[src/verilog/lcu_pkg.sv]
// package: register map, field positions and carriers for the logic cell unit
package lcu_pkg;

  // ----------------------------------------------------------------
  // register offsets (byte addresses)
  // ----------------------------------------------------------------
  localparam logic [7:0] LCU_CTRL_OFS = 8'h00;
  localparam logic [7:0] LCU_IRQ_STAT_OFS = 8'h04;
  localparam logic [7:0] LCU_IRQ_MASK_OFS = 8'h08;

  // ----------------------------------------------------------------
  // control register fields
  // ----------------------------------------------------------------
  localparam int LCU_GATE_INV_LSB = 16;
  localparam int LCU_ENABLE_BIT = 15;
  localparam int LCU_IDLE_BIT = 13;
  localparam int LCU_RISE_BIT = 11;
  localparam int LCU_FALL_BIT = 10;
  localparam int LCU_PIN_BIT = 7;
  localparam int LCU_LEVEL_BIT = 6;
  localparam int LCU_OINV_BIT = 5;
  localparam int LCU_MODE_LSB = 0;
  // writable bits; everything else reads zero except the level bit 6, which reads the cell output
  localparam logic [31:0] LCU_CTRL_WMASK = 32'h000F_ACA7;
  localparam logic [31:0] LCU_CTRL_RESET = 32'h0000_0000;

  // interrupt status / mask layout
  localparam int LCU_IRQ_RISE = 0;
  localparam int LCU_IRQ_FALL = 1;
  localparam logic [1:0] LCU_IRQ_RESET = 2'h0;

  // ----------------------------------------------------------------
  // cell functions
  // ----------------------------------------------------------------
  typedef enum logic [2:0] {
    LCU_AND_OR = 3'b000,
    LCU_OR_XOR = 3'b001,
    LCU_AND4 = 3'b010,
    LCU_SR_LATCH = 3'b011,
    LCU_DFF_SR = 3'b100,
    LCU_DFF2_R = 3'b101,
    LCU_JK_R = 3'b110,
    LCU_DLATCH_SR = 3'b111
  } lcu_mode_t;

  typedef struct packed {
    logic [7:0] addr;
    logic [31:0] wdata;
    logic wr;
    logic rd;
  } lcu_bus_req_t;

  typedef struct packed {
    logic [3:0] gate_inv;
    logic enable;
    logic stop_in_idle;
    logic rise_irq_enable;
    logic fall_irq_enable;
    logic pin_drive_enable;
    logic output_invert;
    lcu_mode_t mode;
  } lcu_cfg_t;

endpackage

[src/verilog/lcu_cell.sv]
// combinational and sequential function core of the logic cell unit
`timescale 1ns/1ns
module lcu_cell (
  input wire logic clk,
  input wire logic resetn,
  input wire logic [3:0] gate,
  input wire lcu_pkg::lcu_mode_t mode,
  input wire logic run,
  input wire logic clear,
  output logic q
);

  // ----------------------------------------------------------------
  // state
  // ----------------------------------------------------------------
  typedef struct packed {
    logic q;
    logic clk_prev;
  } lcu_cell_state_t;

  lcu_cell_state_t s_reg;
  lcu_cell_state_t s_next;
  logic comb_out;
  logic rise;

  // gate(0) acts as clock for the flip-flop functions, sampled in CLK domain
  assign rise = gate[0] & ~s_reg.clk_prev;

  always_comb begin
    s_next = s_reg;
    comb_out = 1'b0;
    s_next.clk_prev = gate[0];
    case (mode)
      lcu_pkg::LCU_AND_OR: begin
        comb_out = (gate[0] & gate[1]) | (gate[2] & gate[3]);
      end
      lcu_pkg::LCU_OR_XOR: begin
        comb_out = (gate[0] | gate[1]) ^ (gate[2] | gate[3]);
      end
      lcu_pkg::LCU_AND4: begin
        comb_out = &gate;
      end
      lcu_pkg::LCU_SR_LATCH: begin
        // set = g1|g2, reset = g3|g4; set dominates
        if (gate[0] | gate[1]) begin
          s_next.q = 1'b1;
        end else if (gate[2] | gate[3]) begin
          s_next.q = 1'b0;
        end
      end
      lcu_pkg::LCU_DFF_SR: begin
        // clk g1, d g2, reset g3, set g4; reset dominates
        if (gate[2]) begin
          s_next.q = 1'b0;
        end else if (gate[3]) begin
          s_next.q = 1'b1;
        end else if (rise) begin
          s_next.q = gate[1];
        end
      end
      lcu_pkg::LCU_DFF2_R: begin
        // clk g1, d = g2 & g4, reset g3
        if (gate[2]) begin
          s_next.q = 1'b0;
        end else if (rise) begin
          s_next.q = gate[1] & gate[3];
        end
      end
      lcu_pkg::LCU_JK_R: begin
        // clk g1, j g2, reset g3, k g4
        if (gate[2]) begin
          s_next.q = 1'b0;
        end else if (rise) begin
          s_next.q = (gate[1] & ~s_reg.q) | (~gate[3] & s_reg.q);
        end
      end
      lcu_pkg::LCU_DLATCH_SR: begin
        // enable g1, d g2, reset g3, set g4
        if (gate[2]) begin
          s_next.q = 1'b0;
        end else if (gate[3]) begin
          s_next.q = 1'b1;
        end else if (gate[0]) begin
          s_next.q = gate[1];
        end
      end
      default: begin
        comb_out = 1'b0;
      end
    endcase
    if (mode <= lcu_pkg::LCU_AND4) begin
      s_next.q = comb_out;
    end
    if (!run) begin
      s_next = s_reg;
    end
    if (clear) begin
      s_next = '0;
      // keep tracking channel one, so enabling on a high level is no false clock edge
      s_next.clk_prev = gate[0];
    end
  end

  always_ff @(posedge clk or negedge resetn) begin
    if (!resetn) begin
      s_reg <= '0;
    end else begin
      s_reg <= s_next;
    end
  end

  assign q = s_reg.q;

endmodule

[src/verilog/lcu_top.sv]
// top of the logic cell unit: register port, polarity, interrupts, pin drive
// ----------------------------------------------------------------
// Functional notes
// gate invert bit one inverts that gate channel before the cell
// enable zero disables the cell and forces all outputs low; IRQ still follows pending status and mask
// stop_in_idle one halts the cell while the device idles
// rise_irq_enable raises an interrupt on output level low to high
// fall_irq_enable raises an interrupt on output level high to low
// software should not set both edge interrupt enables together
// pin_drive_enable gates the cell output onto its port pin
// cell_output_level is read-only, follows the cell output, writes ignored
// output_invert inverts the final module output
// modes 000 to 010 are AND-OR, OR-XOR, four-input AND
// mode 011 SR latch, mode 100 D flip-flop with set and reset
// modes 101 two-input D, 110 JK, 111 transparent latch, with reset
// unimplemented control bits, 31 down to 20 included, read zero
// gates feed data, clock, set, reset, J, K; disable clears state
// ----------------------------------------------------------------
//
// Added by the designer: the address-and-strobe port and the register addresses.
`timescale 1ns/1ns
module lcu_top (
  input wire logic CLK,
  input wire logic RESETN,
  input wire logic [7:0] ADDR,
  input wire logic [31:0] WDATA,
  input wire logic WR,
  input wire logic RD,
  output logic [31:0] RDATA,
  input wire logic [3:0] GATE_IN,
  input wire logic IDLE,
  output logic CELL_OUT,
  output logic PIN_OUT,
  output logic PIN_OE,
  output logic IRQ
);

  // ----------------------------------------------------------------
  // state
  // ----------------------------------------------------------------
  typedef struct packed {
    logic [31:0] ctrl;
    logic [1:0] irq_stat;
    logic [1:0] irq_mask;
    logic [31:0] rdata;
    logic level_prev;
    logic cell_out;
    logic pin_out;
    logic pin_oe;
    logic irq;
  } lcu_state_t;

  lcu_state_t s_reg;
  lcu_state_t s_next;
  lcu_pkg::lcu_bus_req_t req;
  lcu_pkg::lcu_cfg_t cfg;
  logic [3:0] gate_adj;
  logic cell_q;
  logic run;
  logic level;
  logic [1:0] irq_event;

  assign req = '{addr: ADDR, wdata: WDATA, wr: WR, rd: RD};

  assign cfg.gate_inv = s_reg.ctrl[lcu_pkg::LCU_GATE_INV_LSB +: 4];
  assign cfg.enable = s_reg.ctrl[lcu_pkg::LCU_ENABLE_BIT];
  assign cfg.stop_in_idle = s_reg.ctrl[lcu_pkg::LCU_IDLE_BIT];
  assign cfg.rise_irq_enable = s_reg.ctrl[lcu_pkg::LCU_RISE_BIT];
  assign cfg.fall_irq_enable = s_reg.ctrl[lcu_pkg::LCU_FALL_BIT];
  assign cfg.pin_drive_enable = s_reg.ctrl[lcu_pkg::LCU_PIN_BIT];
  assign cfg.output_invert = s_reg.ctrl[lcu_pkg::LCU_OINV_BIT];
  assign cfg.mode = lcu_pkg::lcu_mode_t'(s_reg.ctrl[lcu_pkg::LCU_MODE_LSB +: 3]);

  // ----------------------------------------------------------------
  // per-channel polarity
  // ----------------------------------------------------------------
  for (genvar i = 0; i < 4; i++) begin : g_pol
    assign gate_adj[i] = GATE_IN[i] ^ cfg.gate_inv[i];
  end

  // idle stop freezes the cell state rather than clearing it
  assign run = cfg.enable & ~(cfg.stop_in_idle & IDLE);

  lcu_cell u_cell (
    .clk(CLK),
    .resetn(RESETN),
    .gate(gate_adj),
    .mode(cfg.mode),
    .run(run),
    .clear(~cfg.enable),
    .q(cell_q)
  );

  // disabled cell shows zero everywhere, polarity not applied
  assign level = cfg.enable & (cell_q ^ cfg.output_invert);

  // both enables set gives an event on every toggle; software avoids it
  assign irq_event[lcu_pkg::LCU_IRQ_RISE] =
    cfg.rise_irq_enable & level & ~s_reg.level_prev;
  assign irq_event[lcu_pkg::LCU_IRQ_FALL] =
    cfg.fall_irq_enable & ~level & s_reg.level_prev;

  // ----------------------------------------------------------------
  // next state
  // ----------------------------------------------------------------
  always_comb begin
    s_next = s_reg;
    s_next.rdata = 32'h0000_0000;
    s_next.level_prev = level;
    s_next.cell_out = level;
    s_next.pin_oe = cfg.pin_drive_enable & cfg.enable;
    s_next.pin_out = cfg.pin_drive_enable & level;

    if (req.wr) begin
      case (req.addr)
        lcu_pkg::LCU_CTRL_OFS: begin
          s_next.ctrl = req.wdata & lcu_pkg::LCU_CTRL_WMASK;
        end
        lcu_pkg::LCU_IRQ_STAT_OFS: begin
          s_next.irq_stat = s_reg.irq_stat & ~req.wdata[1:0];
        end
        lcu_pkg::LCU_IRQ_MASK_OFS: begin
          s_next.irq_mask = req.wdata[1:0];
        end
        default: begin
          s_next.ctrl = s_reg.ctrl;
        end
      endcase
    end
    // set wins over a clear in the same cycle
    s_next.irq_stat = s_next.irq_stat | irq_event;

    if (req.rd) begin
      case (req.addr)
        lcu_pkg::LCU_CTRL_OFS: begin
          s_next.rdata = s_reg.ctrl;
          s_next.rdata[lcu_pkg::LCU_LEVEL_BIT] = s_reg.level_prev;
        end
        lcu_pkg::LCU_IRQ_STAT_OFS: begin
          s_next.rdata = {30'h0000_0000, s_reg.irq_stat};
        end
        lcu_pkg::LCU_IRQ_MASK_OFS: begin
          s_next.rdata = {30'h0000_0000, s_reg.irq_mask};
        end
        default: begin
          s_next.rdata = 32'h0000_0000;
        end
      endcase
    end
    s_next.irq = |(s_next.irq_stat & s_next.irq_mask);
  end

  always_ff @(posedge CLK or negedge RESETN) begin
    if (!RESETN) begin
      s_reg <= '0;
    end else begin
      s_reg <= s_next;
    end
  end

  assign RDATA = s_reg.rdata;
  assign CELL_OUT = s_reg.cell_out;
  assign PIN_OUT = s_reg.pin_out;
  assign PIN_OE = s_reg.pin_oe;
  assign IRQ = s_reg.irq;

endmodule

[config.mk]
export PLATFORM = sky130hd
export DESIGN_NAME = lcu_top
export DESIGN_NICKNAME = d
export VERILOG_FILES = /design/src/verilog/lcu_pkg.sv /design/src/verilog/lcu_cell.sv /design/src/verilog/lcu_top.sv
export SDC_FILE = /design/constraint.sdc
export NUM_CORES = 1
export LEC_CHECK = 0
export ABC_AREA = 1
export BUFFER_PORTS_ARGS = -buffer_cell sky130_fd_sc_hd__buf_2
export CAP_MARGIN = 10
export CORE_MARGIN = 3
export CORE_UTILIZATION = 40
export CTS_CLUSTER_SIZE = 16
export DETAILED_ROUTE_END_ITERATION = 7
export PLACE_DENSITY = 0.76
export SYNTH_ARGS = -nofsm -noshare
export SYNTH_HDL_FRONTEND = slang
export SYNTH_SLANG_ARGS = --single-unit
[constraint.sdc]
create_clock -name CLK -period 3.5 [get_ports CLK]
set_input_delay 0.875 -clock CLK [delete_from_list [all_inputs] [get_ports CLK]]
set_output_delay 0.875 -clock CLK [all_outputs]
set_load 0.1 [all_outputs]
==> results of run 1 <==
## cell usage after synthesis, types with 2 or more instances
cell     number  area share [%]
nand3_1      13             3.2
o31ai_1       3             1.1
dfrtp_1      37              46
nand4_1       2            0.62
nor2_1       37             6.9
buf_4        32              12
nor3_4        2             1.6
nand2_2       2            0.62
inv_1        32             6.0
o21ai_0       8             2.0
nand2_1      68              13
a21oi_1      14             3.5
## worst min path at each step
stage | startpoint | to | slack, ps | cells after the start
5_1_grt | cfg[4] | PIN_OE | 500 | 2
4_1_cts | cfg[4] | PIN_OE | 480 | 2
2_1_floorplan | cfg[4] | PIN_OE | 440 | 2
3_5_place_dp | cfg[4] | PIN_OE | 460 | 2
6_report | cfg[4] | PIN_OE | 470 | 2
3_3_place_gp | cfg[4] | PIN_OE | 450 | 2
## final cells by class
cell class,count,area (sq um),area share [%]
clock buffer,5,68.8,3.11
clock inverter,3,22.5,1.02
inverter,32,120,5.42
multi-input combinational,172,758,34.2
sequential,37,926,41.8
tap,67,83.8,3.79
timing repair buffer,47,235,10.6
## routing by layer
metal | share of wire (%) | vias up | GRT usage (%)
li1 | - | 821 | -
met1 | 44 | 712 | 15.6
met2 | 47 | 45 | 22.9
met3 | 7.6 | 7 | 5.16
met4 | 1.7 | 0 | 5.43
met5 | 0 | - | 0
## where the power goes
part	internal [uW]	leakage [uW]	switching, uW
Combinational	37.9	0.000842	189
Sequential	444	0.000436	11.2
Clock	141	0.0000481	157
Total	623	0.00133	357
## tightest hold or removal path: stages, from the launching register on
cell and delay (ps):
dfrtp_1 350, nand2_1 50, inv_1 40
## logic make-up (layout without fill, tap and decap cells)
kind of cell,Yosys count,in the layout,share of synthesized area (%)
compound gates,26,26,6.97
buf+inv,67,87,19.4
simple gates,128,128,27.4
other cells,1,18,0.187
flops,37,37,46.0
## stage by stage
stage	cells	util (%)	hold WS (ps)	area (sq um)	power, uW
floorplan	276	-	436	2070	660
global placement	355	44.4	446	2120	688
detailed placement	355	44.4	462	2120	691
CTS	363	46.3	481	2210	991
global route	363	46.3	504	2210	1030
finish	363	46.3	473	2210	980
## cell usage in the layout (no fill, tap or decap)
| master | instances |
|---|---|
| o31ai_1 | 3 |
| dfrtp_1 | 37 |
| a21boi_0 | 1 |
| nor2_1 | 37 |
| clkinv_2 | 1 |
| a21oi_1 | 14 |
| nand3_1 | 13 |
| buf_2 | 47 |
| nor3_4 | 2 |
| clkbuf_8 | 5 |
| nand2_2 | 2 |
| o21ai_0 | 8 |
| conb_1 | 18 |
| inv_1 | 32 |
| nor3_1 | 1 |
| nand2_1 | 68 |
| or2_2 | 1 |
| nand2_4 | 1 |
| clkinv_4 | 2 |
| nand4_1 | 2 |
| nor2_4 | 1 |
==> metrics.csv, run 1 <==
stage;metric;value;unit
timing;Final period util;56.5;%
min_path;min-delay worst type;register to register;
worst_setup_path;Critical Path Max Stage Delay;440;ps
timing;Worst slew margin;47.1;%
cts;Post-CTS Setup Inserts;0;
worst_setup_path;reg2reg path depth;6;
worst_setup_path;crit-path cells;buf_2;
grt;largest net degree at the start of global routing;38;
worst_setup_path;Critical Path Fanout Max;3;
cts;Sinks on Clock Net;37;
detailed_routing;DR pass1 iterations;4;
yosys;Post-synth EDFFs;0;
pwr;leakage power;0.00133;uW
grt;GRT Util Overall;13.7;%
yosys;Synth cell types;21;
floorplan;row count;25;
grt;global-route wire length before repair;6470;um
grt;GRT Residual Overflow;0;
layout;Layout area overhead;10.1;%
layout;Filler cells;513;
placed_design;Detail Placement HPWL;2910;um
worst_setup_path;CP Class;register to output pin;
timing;setup TNS;0;ps
yosys;Most used DFF post-synth;dfrtp_1;
run_status;status;finished, final reports clean;
floorplan;initial core utilization;42.0;%
detailed_routing;wire per inst;10.5;um
detailed_routing;DRT antenna net count;0;
worst_setup_path;WP data required;2620;ps
floorplan;die area;0.00591;sq mm
cts;Worst-path clk slew;80;ps
timing;unrepaired setup endpoints after global routing;false;
timing;min cycle time layout;1980;ps
cts;post_cts resized;0;
worst_setup_path;CP top delay family;buffers and inverters;
cts;Max H-tree Level;2;
timing;Max Fclk;0.506;GHz
timing;final worst slack;1520;ps
detailed_routing;Vias/cell;4.37;
floorplan;Die X;76.9;um
timing;Final setup viols;0;
worst_setup_path;instance count on the critical path;1;
worst_setup_path;Slowest-stage cell, CP;buf_2;
floorplan;core area;0.00479;sq mm
yosys;syn avg cell area;7.76;sq um
timing;Slew @ Worst Pin;794;ps
yosys;Yosys reg bits;37;
layout;layout cells sized above 1;20.9;%
worst_setup_path;RR Endpoint;IRQ;
timing;Hold Vio Cnt, Final;0;
worst_setup_path;Setup crit end kind;output pin;
layout;max reg flops;14;
yosys;Post-synth ARST share;100;%
cts;buffer depth of the longest clock path;2;
cts;Worst-Skew Late Latency;290;ps
yosys;Synth warnings;0;
flow_run;number of max-cap violations;0;
placed_design;port bufs;47;
worst_setup_path;startpoint class of the critical path;register;
cts;Num CTS Buffers;5;
worst_setup_path;CP arrival;1100;ps
cts;CTS hold repair buffers;0;
timing;clk_skew;8.40;ps
timing;Max Slew Vio Count;0;
worst_setup_path;Worst Setup EP;CELL_OUT;
pwr;pwr dens;443;mW/mm^2
cts;CTS tree;built;
layout;Final nets;344;
placed_design;pre-CTS setup slack;1270;ps
detailed_routing;DRC viols;0;
cts;CTS root buf;clkbuf_8;
detailed_routing;via count;1585;
layout;Ant. Diodes;0;
yosys;Mapped Area;0.00201;sq mm
floorplan;Die Y;76.9;um
detailed_routing;final WL;3820;um
worst_setup_path;Crit. Startpoint;CELL_OUT;
placed_design;RePlAce Congestion;0.842;
grt;initial antenna violation count;0;
worst_setup_path;Crit path buffers/inverters;1;
worst_setup_path;Reg2Reg Setup Slack;2060;ps
yosys;cell count after synthesis;259;
detailed_routing;DRT iter0 DRCs;83;
grt;vias in the first global route;1537;
pwr;maximum vdd drop;0.166;mV
yosys;register area share after synthesis;46.0;%
floorplan;Boundary Pins;85;
worst_setup_path;Reg-to-Reg Start;u_cell.q;
Note: power is estimated with default switching activity, not from simulation.
==> run 2, diff against run 1 <==
--- a/config.mk
+++ b/config.mk
@@ -5,14 +5,14 @@
 export SDC_FILE = /design/constraint.sdc
 export NUM_CORES = 1
 export LEC_CHECK = 0
-export ABC_AREA = 1
+export ABC_AREA = 0
 export BUFFER_PORTS_ARGS = -buffer_cell sky130_fd_sc_hd__buf_2
 export CAP_MARGIN = 10
 export CORE_MARGIN = 3
 export CORE_UTILIZATION = 40
 export CTS_CLUSTER_SIZE = 16
 export DETAILED_ROUTE_END_ITERATION = 7
-export PLACE_DENSITY = 0.76
+export PLACE_DENSITY = 0.79
 export SYNTH_ARGS = -nofsm -noshare
 export SYNTH_HDL_FRONTEND = slang
 export SYNTH_SLANG_ARGS = --single-unit
==> constraint.sdc (replaced) <==
create_clock -name CLK -period 1.8 [get_ports CLK]
set_input_delay 0.45 -clock CLK [delete_from_list [all_inputs] [get_ports CLK]]
set_output_delay 0.45 -clock CLK [all_outputs]
set_load 0.1 [all_outputs]
==> run 2 against run 1 <==
  * Via count decreased by 21%
  * Hold slack got worse by 310 ps
  * Non-clock buffer count increased by 8
  * Sequential share of layout area increased by 0.36 points
  * Clock skew decreased by 2.0 ps
  * Sequential power increased by 93%
  * Register-to-register slack got worse by 1900 ps
  * Wire length decreased by 15%
  * Cell count decreased by 27%
  * Flip-flop and latch count unchanged
==> metrics.csv, run 2 <==
stage;metric;value;unit;change
grt;GRT Util Overall;12.8;%;-0.85 points
cts;buffer depth of the longest clock path;2;;unchanged
floorplan;initial core utilization;42.6;%;+0.54 points
yosys;Synth cell types;38;;+81%
worst_setup_path;reg2reg path depth;6;;unchanged
cts;CTS root buf;clkbuf_8;;
timing;Final setup viols;0;;unchanged
detailed_routing;DR pass1 iterations;4;;unchanged
flow_run;number of max-cap violations;0;;unchanged
cts;Sinks on Clock Net;37;;unchanged
run_status;status;finished, final reports clean;;
detailed_routing;DRT iter0 DRCs;29;;-65%
pwr;pwr dens;855;mW/mm^2;+93%
worst_setup_path;CP Class;register to register;;
timing;Worst slew margin;61.2;%;+14 points
cts;CTS tree;built;;
detailed_routing;DRC viols;0;;unchanged
worst_setup_path;Critical Path Fanout Max;6;;+3
timing;clk_skew;6.42;ps;-1.97 ps
yosys;syn avg cell area;11.2;sq um;+44%
yosys;Yosys reg bits;37;;unchanged
cts;Max H-tree Level;2;;unchanged
yosys;area leader, netlist;dfrtp_1;;
worst_setup_path;crit-path cells;xor2_1 > buf_4 > o41a_1 > a31oi_1 > or2_1 > o31ai_2;;
pwr;leakage power;0.00116;uW;-13%
floorplan;Die X;75.2;um;-2.2%
worst_setup_path;CP arrival;1830;ps;+730 ps
layout;Final nets;263;;-24%
yosys;Mapped Area;0.00192;sq mm;-4.7%
cts;CTS hold repair buffers;0;;unchanged
yosys;top post-synthesis cells by count;dfrtp_1 (37), buf_4 (33), mux2_2 (15), and2_1 (12), nor2_1 (7);;
placed_design;port bufs;47;;unchanged
timing;Hold Vio Cnt, Final;0;;unchanged
timing;unrepaired setup endpoints after global routing;false;;
detailed_routing;via count;1253;;-21%
layout;layout cells sized above 1;39.7;%;+19 points
layout;Ant. Diodes;0;;unchanged
worst_setup_path;RR Endpoint;u_cell.q;;
layout;max reg flops;14;;unchanged
layout;non-filler instance count after layout;266;;-27%
grt;initial antenna violation count;0;;unchanged
placed_design;Inst Count DP;259;;-27%
yosys;Post-synth EDFFs;0;;unchanged
floorplan;core area;0.00450;sq mm;-5.9%
placed_design;RePlAce Congestion;0.753;;-11%
worst_setup_path;WP data required;1970;ps;-650 ps
min_path;min-delay worst type;input port to async pin;;
yosys;most frequent cell after synthesis;dfrtp_1;;
grt;global-route wire length before repair;5290;um;-18%
cts;Worst-Skew Late Latency;290;ps;about the same
worst_setup_path;Slowest-stage cell, CP;dfrtp_1;;
pwr;maximum vdd drop;0.528;mV;+220%
worst_setup_path;Reg-to-Reg Start;cfg[9];;
yosys;Synth warnings;0;;unchanged
cts;Post-CTS Setup Inserts;0;;unchanged
timing;Slew @ Worst Pin;583;ps;-212 ps
worst_setup_path;CP top delay family;compound AO/OA/AOI/OAI gates;;
floorplan;Die Y;75.2;um;-2.2%
floorplan;Boundary Pins;85;;unchanged
worst_setup_path;startpoint class of the critical path;register;;
detailed_routing;wire per inst;12.3;um;+16%
cts;Num CTS Buffers;5;;unchanged
grt;largest net degree at the start of global routing;28;;-26%
cts;Worst-path clk slew;70;ps;about the same
layout;most common cell after layout, fill and taps aside;buf_2;;
worst_setup_path;Critical Path Max Stage Delay;410;ps;-30 ps
detailed_routing;Vias/cell;4.71;;+7.9%
worst_setup_path;Setup crit end kind;register;;
floorplan;row count;24;;-4.0%
yosys;register area share after synthesis;48.3;%;+2.3 points
timing;min cycle time layout;1660;ps;
yosys;top cells by area, synth;dfrtp_1 (48%), buf_4 (13%), mux2_2 (8.8%);;
worst_setup_path;Crit path buffers/inverters;1;;unchanged
layout;Layout area overhead;14.6;%;
grt;GRT Residual Overflow;0;;unchanged
timing;setup TNS;0;ps;unchanged
detailed_routing;final WL;3260;um;-15%
cts;post_cts resized;0;;unchanged
layout;commonest non-fill, non-tap cells in the layout;buf_2 (47), dfrtp_1 (37), conb_1 (18), mux2_2 (15), and2_1 (12);;
timing;Max Fclk;0.602;GHz;
floorplan;die area;0.00566;sq mm;-4.3%
yosys;top cell type's share of synthesized area;48.3;%;+2.3 points
detailed_routing;DRT antenna net count;0;;unchanged
timing;Max Slew Vio Count;0;;unchanged
yosys;Post-synth ARST share;100;%;unchanged
placed_design;Detail Placement HPWL;2530;um;-13%
yosys;Most used DFF post-synth;dfrtp_1;;
grt;vias in the first global route;1208;;-21%
timing;Final period util;92.3;%;
worst_setup_path;Reg2Reg Setup Slack;140;ps;-1920 ps
yosys;cell count after synthesis;171;;-34%
[run 2: changes by cell type after synthesis, sizes merged, moves of 5 or more]
cell and change:
o21ai -6, nand2 -66, nand3 -8, mux2 +15, a21oi -10, and2 +13
xor2 +5, inv -26, nor2 -31
[run 2: per-layer routing]
layer  vias up  GRT usage, %  routed length, um
li1        619             -                  -
met1       580          15.2               1440
met2        49          20.7               1550
met3         5          5.21                213
met4         0          5.24                 53
met5         -             0                  0
[run 2: worst max path at each step]
| stage | start | endpoint | slack (ps) | cells past startpoint |
|---|---|---|---|---|
| final | cfg[9] | u_cell.q | 140 | 6 |
| after global routing | cfg[12] | u_cell.q | 5 | 5 |
| after CTS | cfg[9] | u_cell.q | 120 | 6 |
| after detailed placement | ADDR[7] | IRQ | -90 | 6 |
| after global placement | ADDR[7] | IRQ | -70 | 6 |
| after floorplan | ADDR[7] | IRQ | 80 | 5 |
[run 2: cell families (layout without fill, tap and decap cells)]
group,Yosys count,in the layout,share of synthesized area [%]
and+or+nand+nor,42,42,12.2
buffers and inverters,42,68,14.8
DFF,37,37,48.3
AOI/OAI and AO/OA,22,22,9.27
muxes,18,18,10.4
xor gates and xnor gates,9,9,4.90
other,1,18,0.196
[run 2: per-stage QoR]
step / cell area, sq um / total power (uW) / hold WS (ps) / setup WS, ps / utilization (%)
after global placement: 2080 / 1220 / 472 / -72.7 / 46.2
after CTS: 2180 / 1890 / 178 / 122 / 48.5
final: 2200 / 1880 / 160 / 138 / 48.8
after floorplan: 1980 / 1170 / 154 / 84.7 / -
after global routing: 2200 / 1960 / 208 / 5.32 / 48.8
after detailed placement: 2080 / 1220 / 479 / -86.1 / 46.2
[run 2: area by class of cell]
type / instances / area (sq um)
Fill cell: 424 / 2310
Sequential cell: 37 / 926
Multi-Input combinational cell: 109 / 783
Timing Repair Buffer: 55 / 295
Clock buffer: 5 / 68.8
Tap cell: 52 / 65.1
Clock inverter: 2 / 35.0
Inverter: 6 / 22.5
[run 2: worst register-to-register path: stages, from the launching register on]
cell and delay [ps]:
dfrtp_1 410, xor2_1 170, buf_4 150, o41a_1 410
a31oi_1 200, or2_1 140, o31ai_2 60
[run 2: power breakdown]
part	total (uW)	leakage, uW	internal, uW	switching [uW]
Clock	670	0.0000540	402	268
Sequential	876	0.000507	853	23.1
Combinational	331	0.000599	78.6	253
Total	1880	0.00116	1330	543
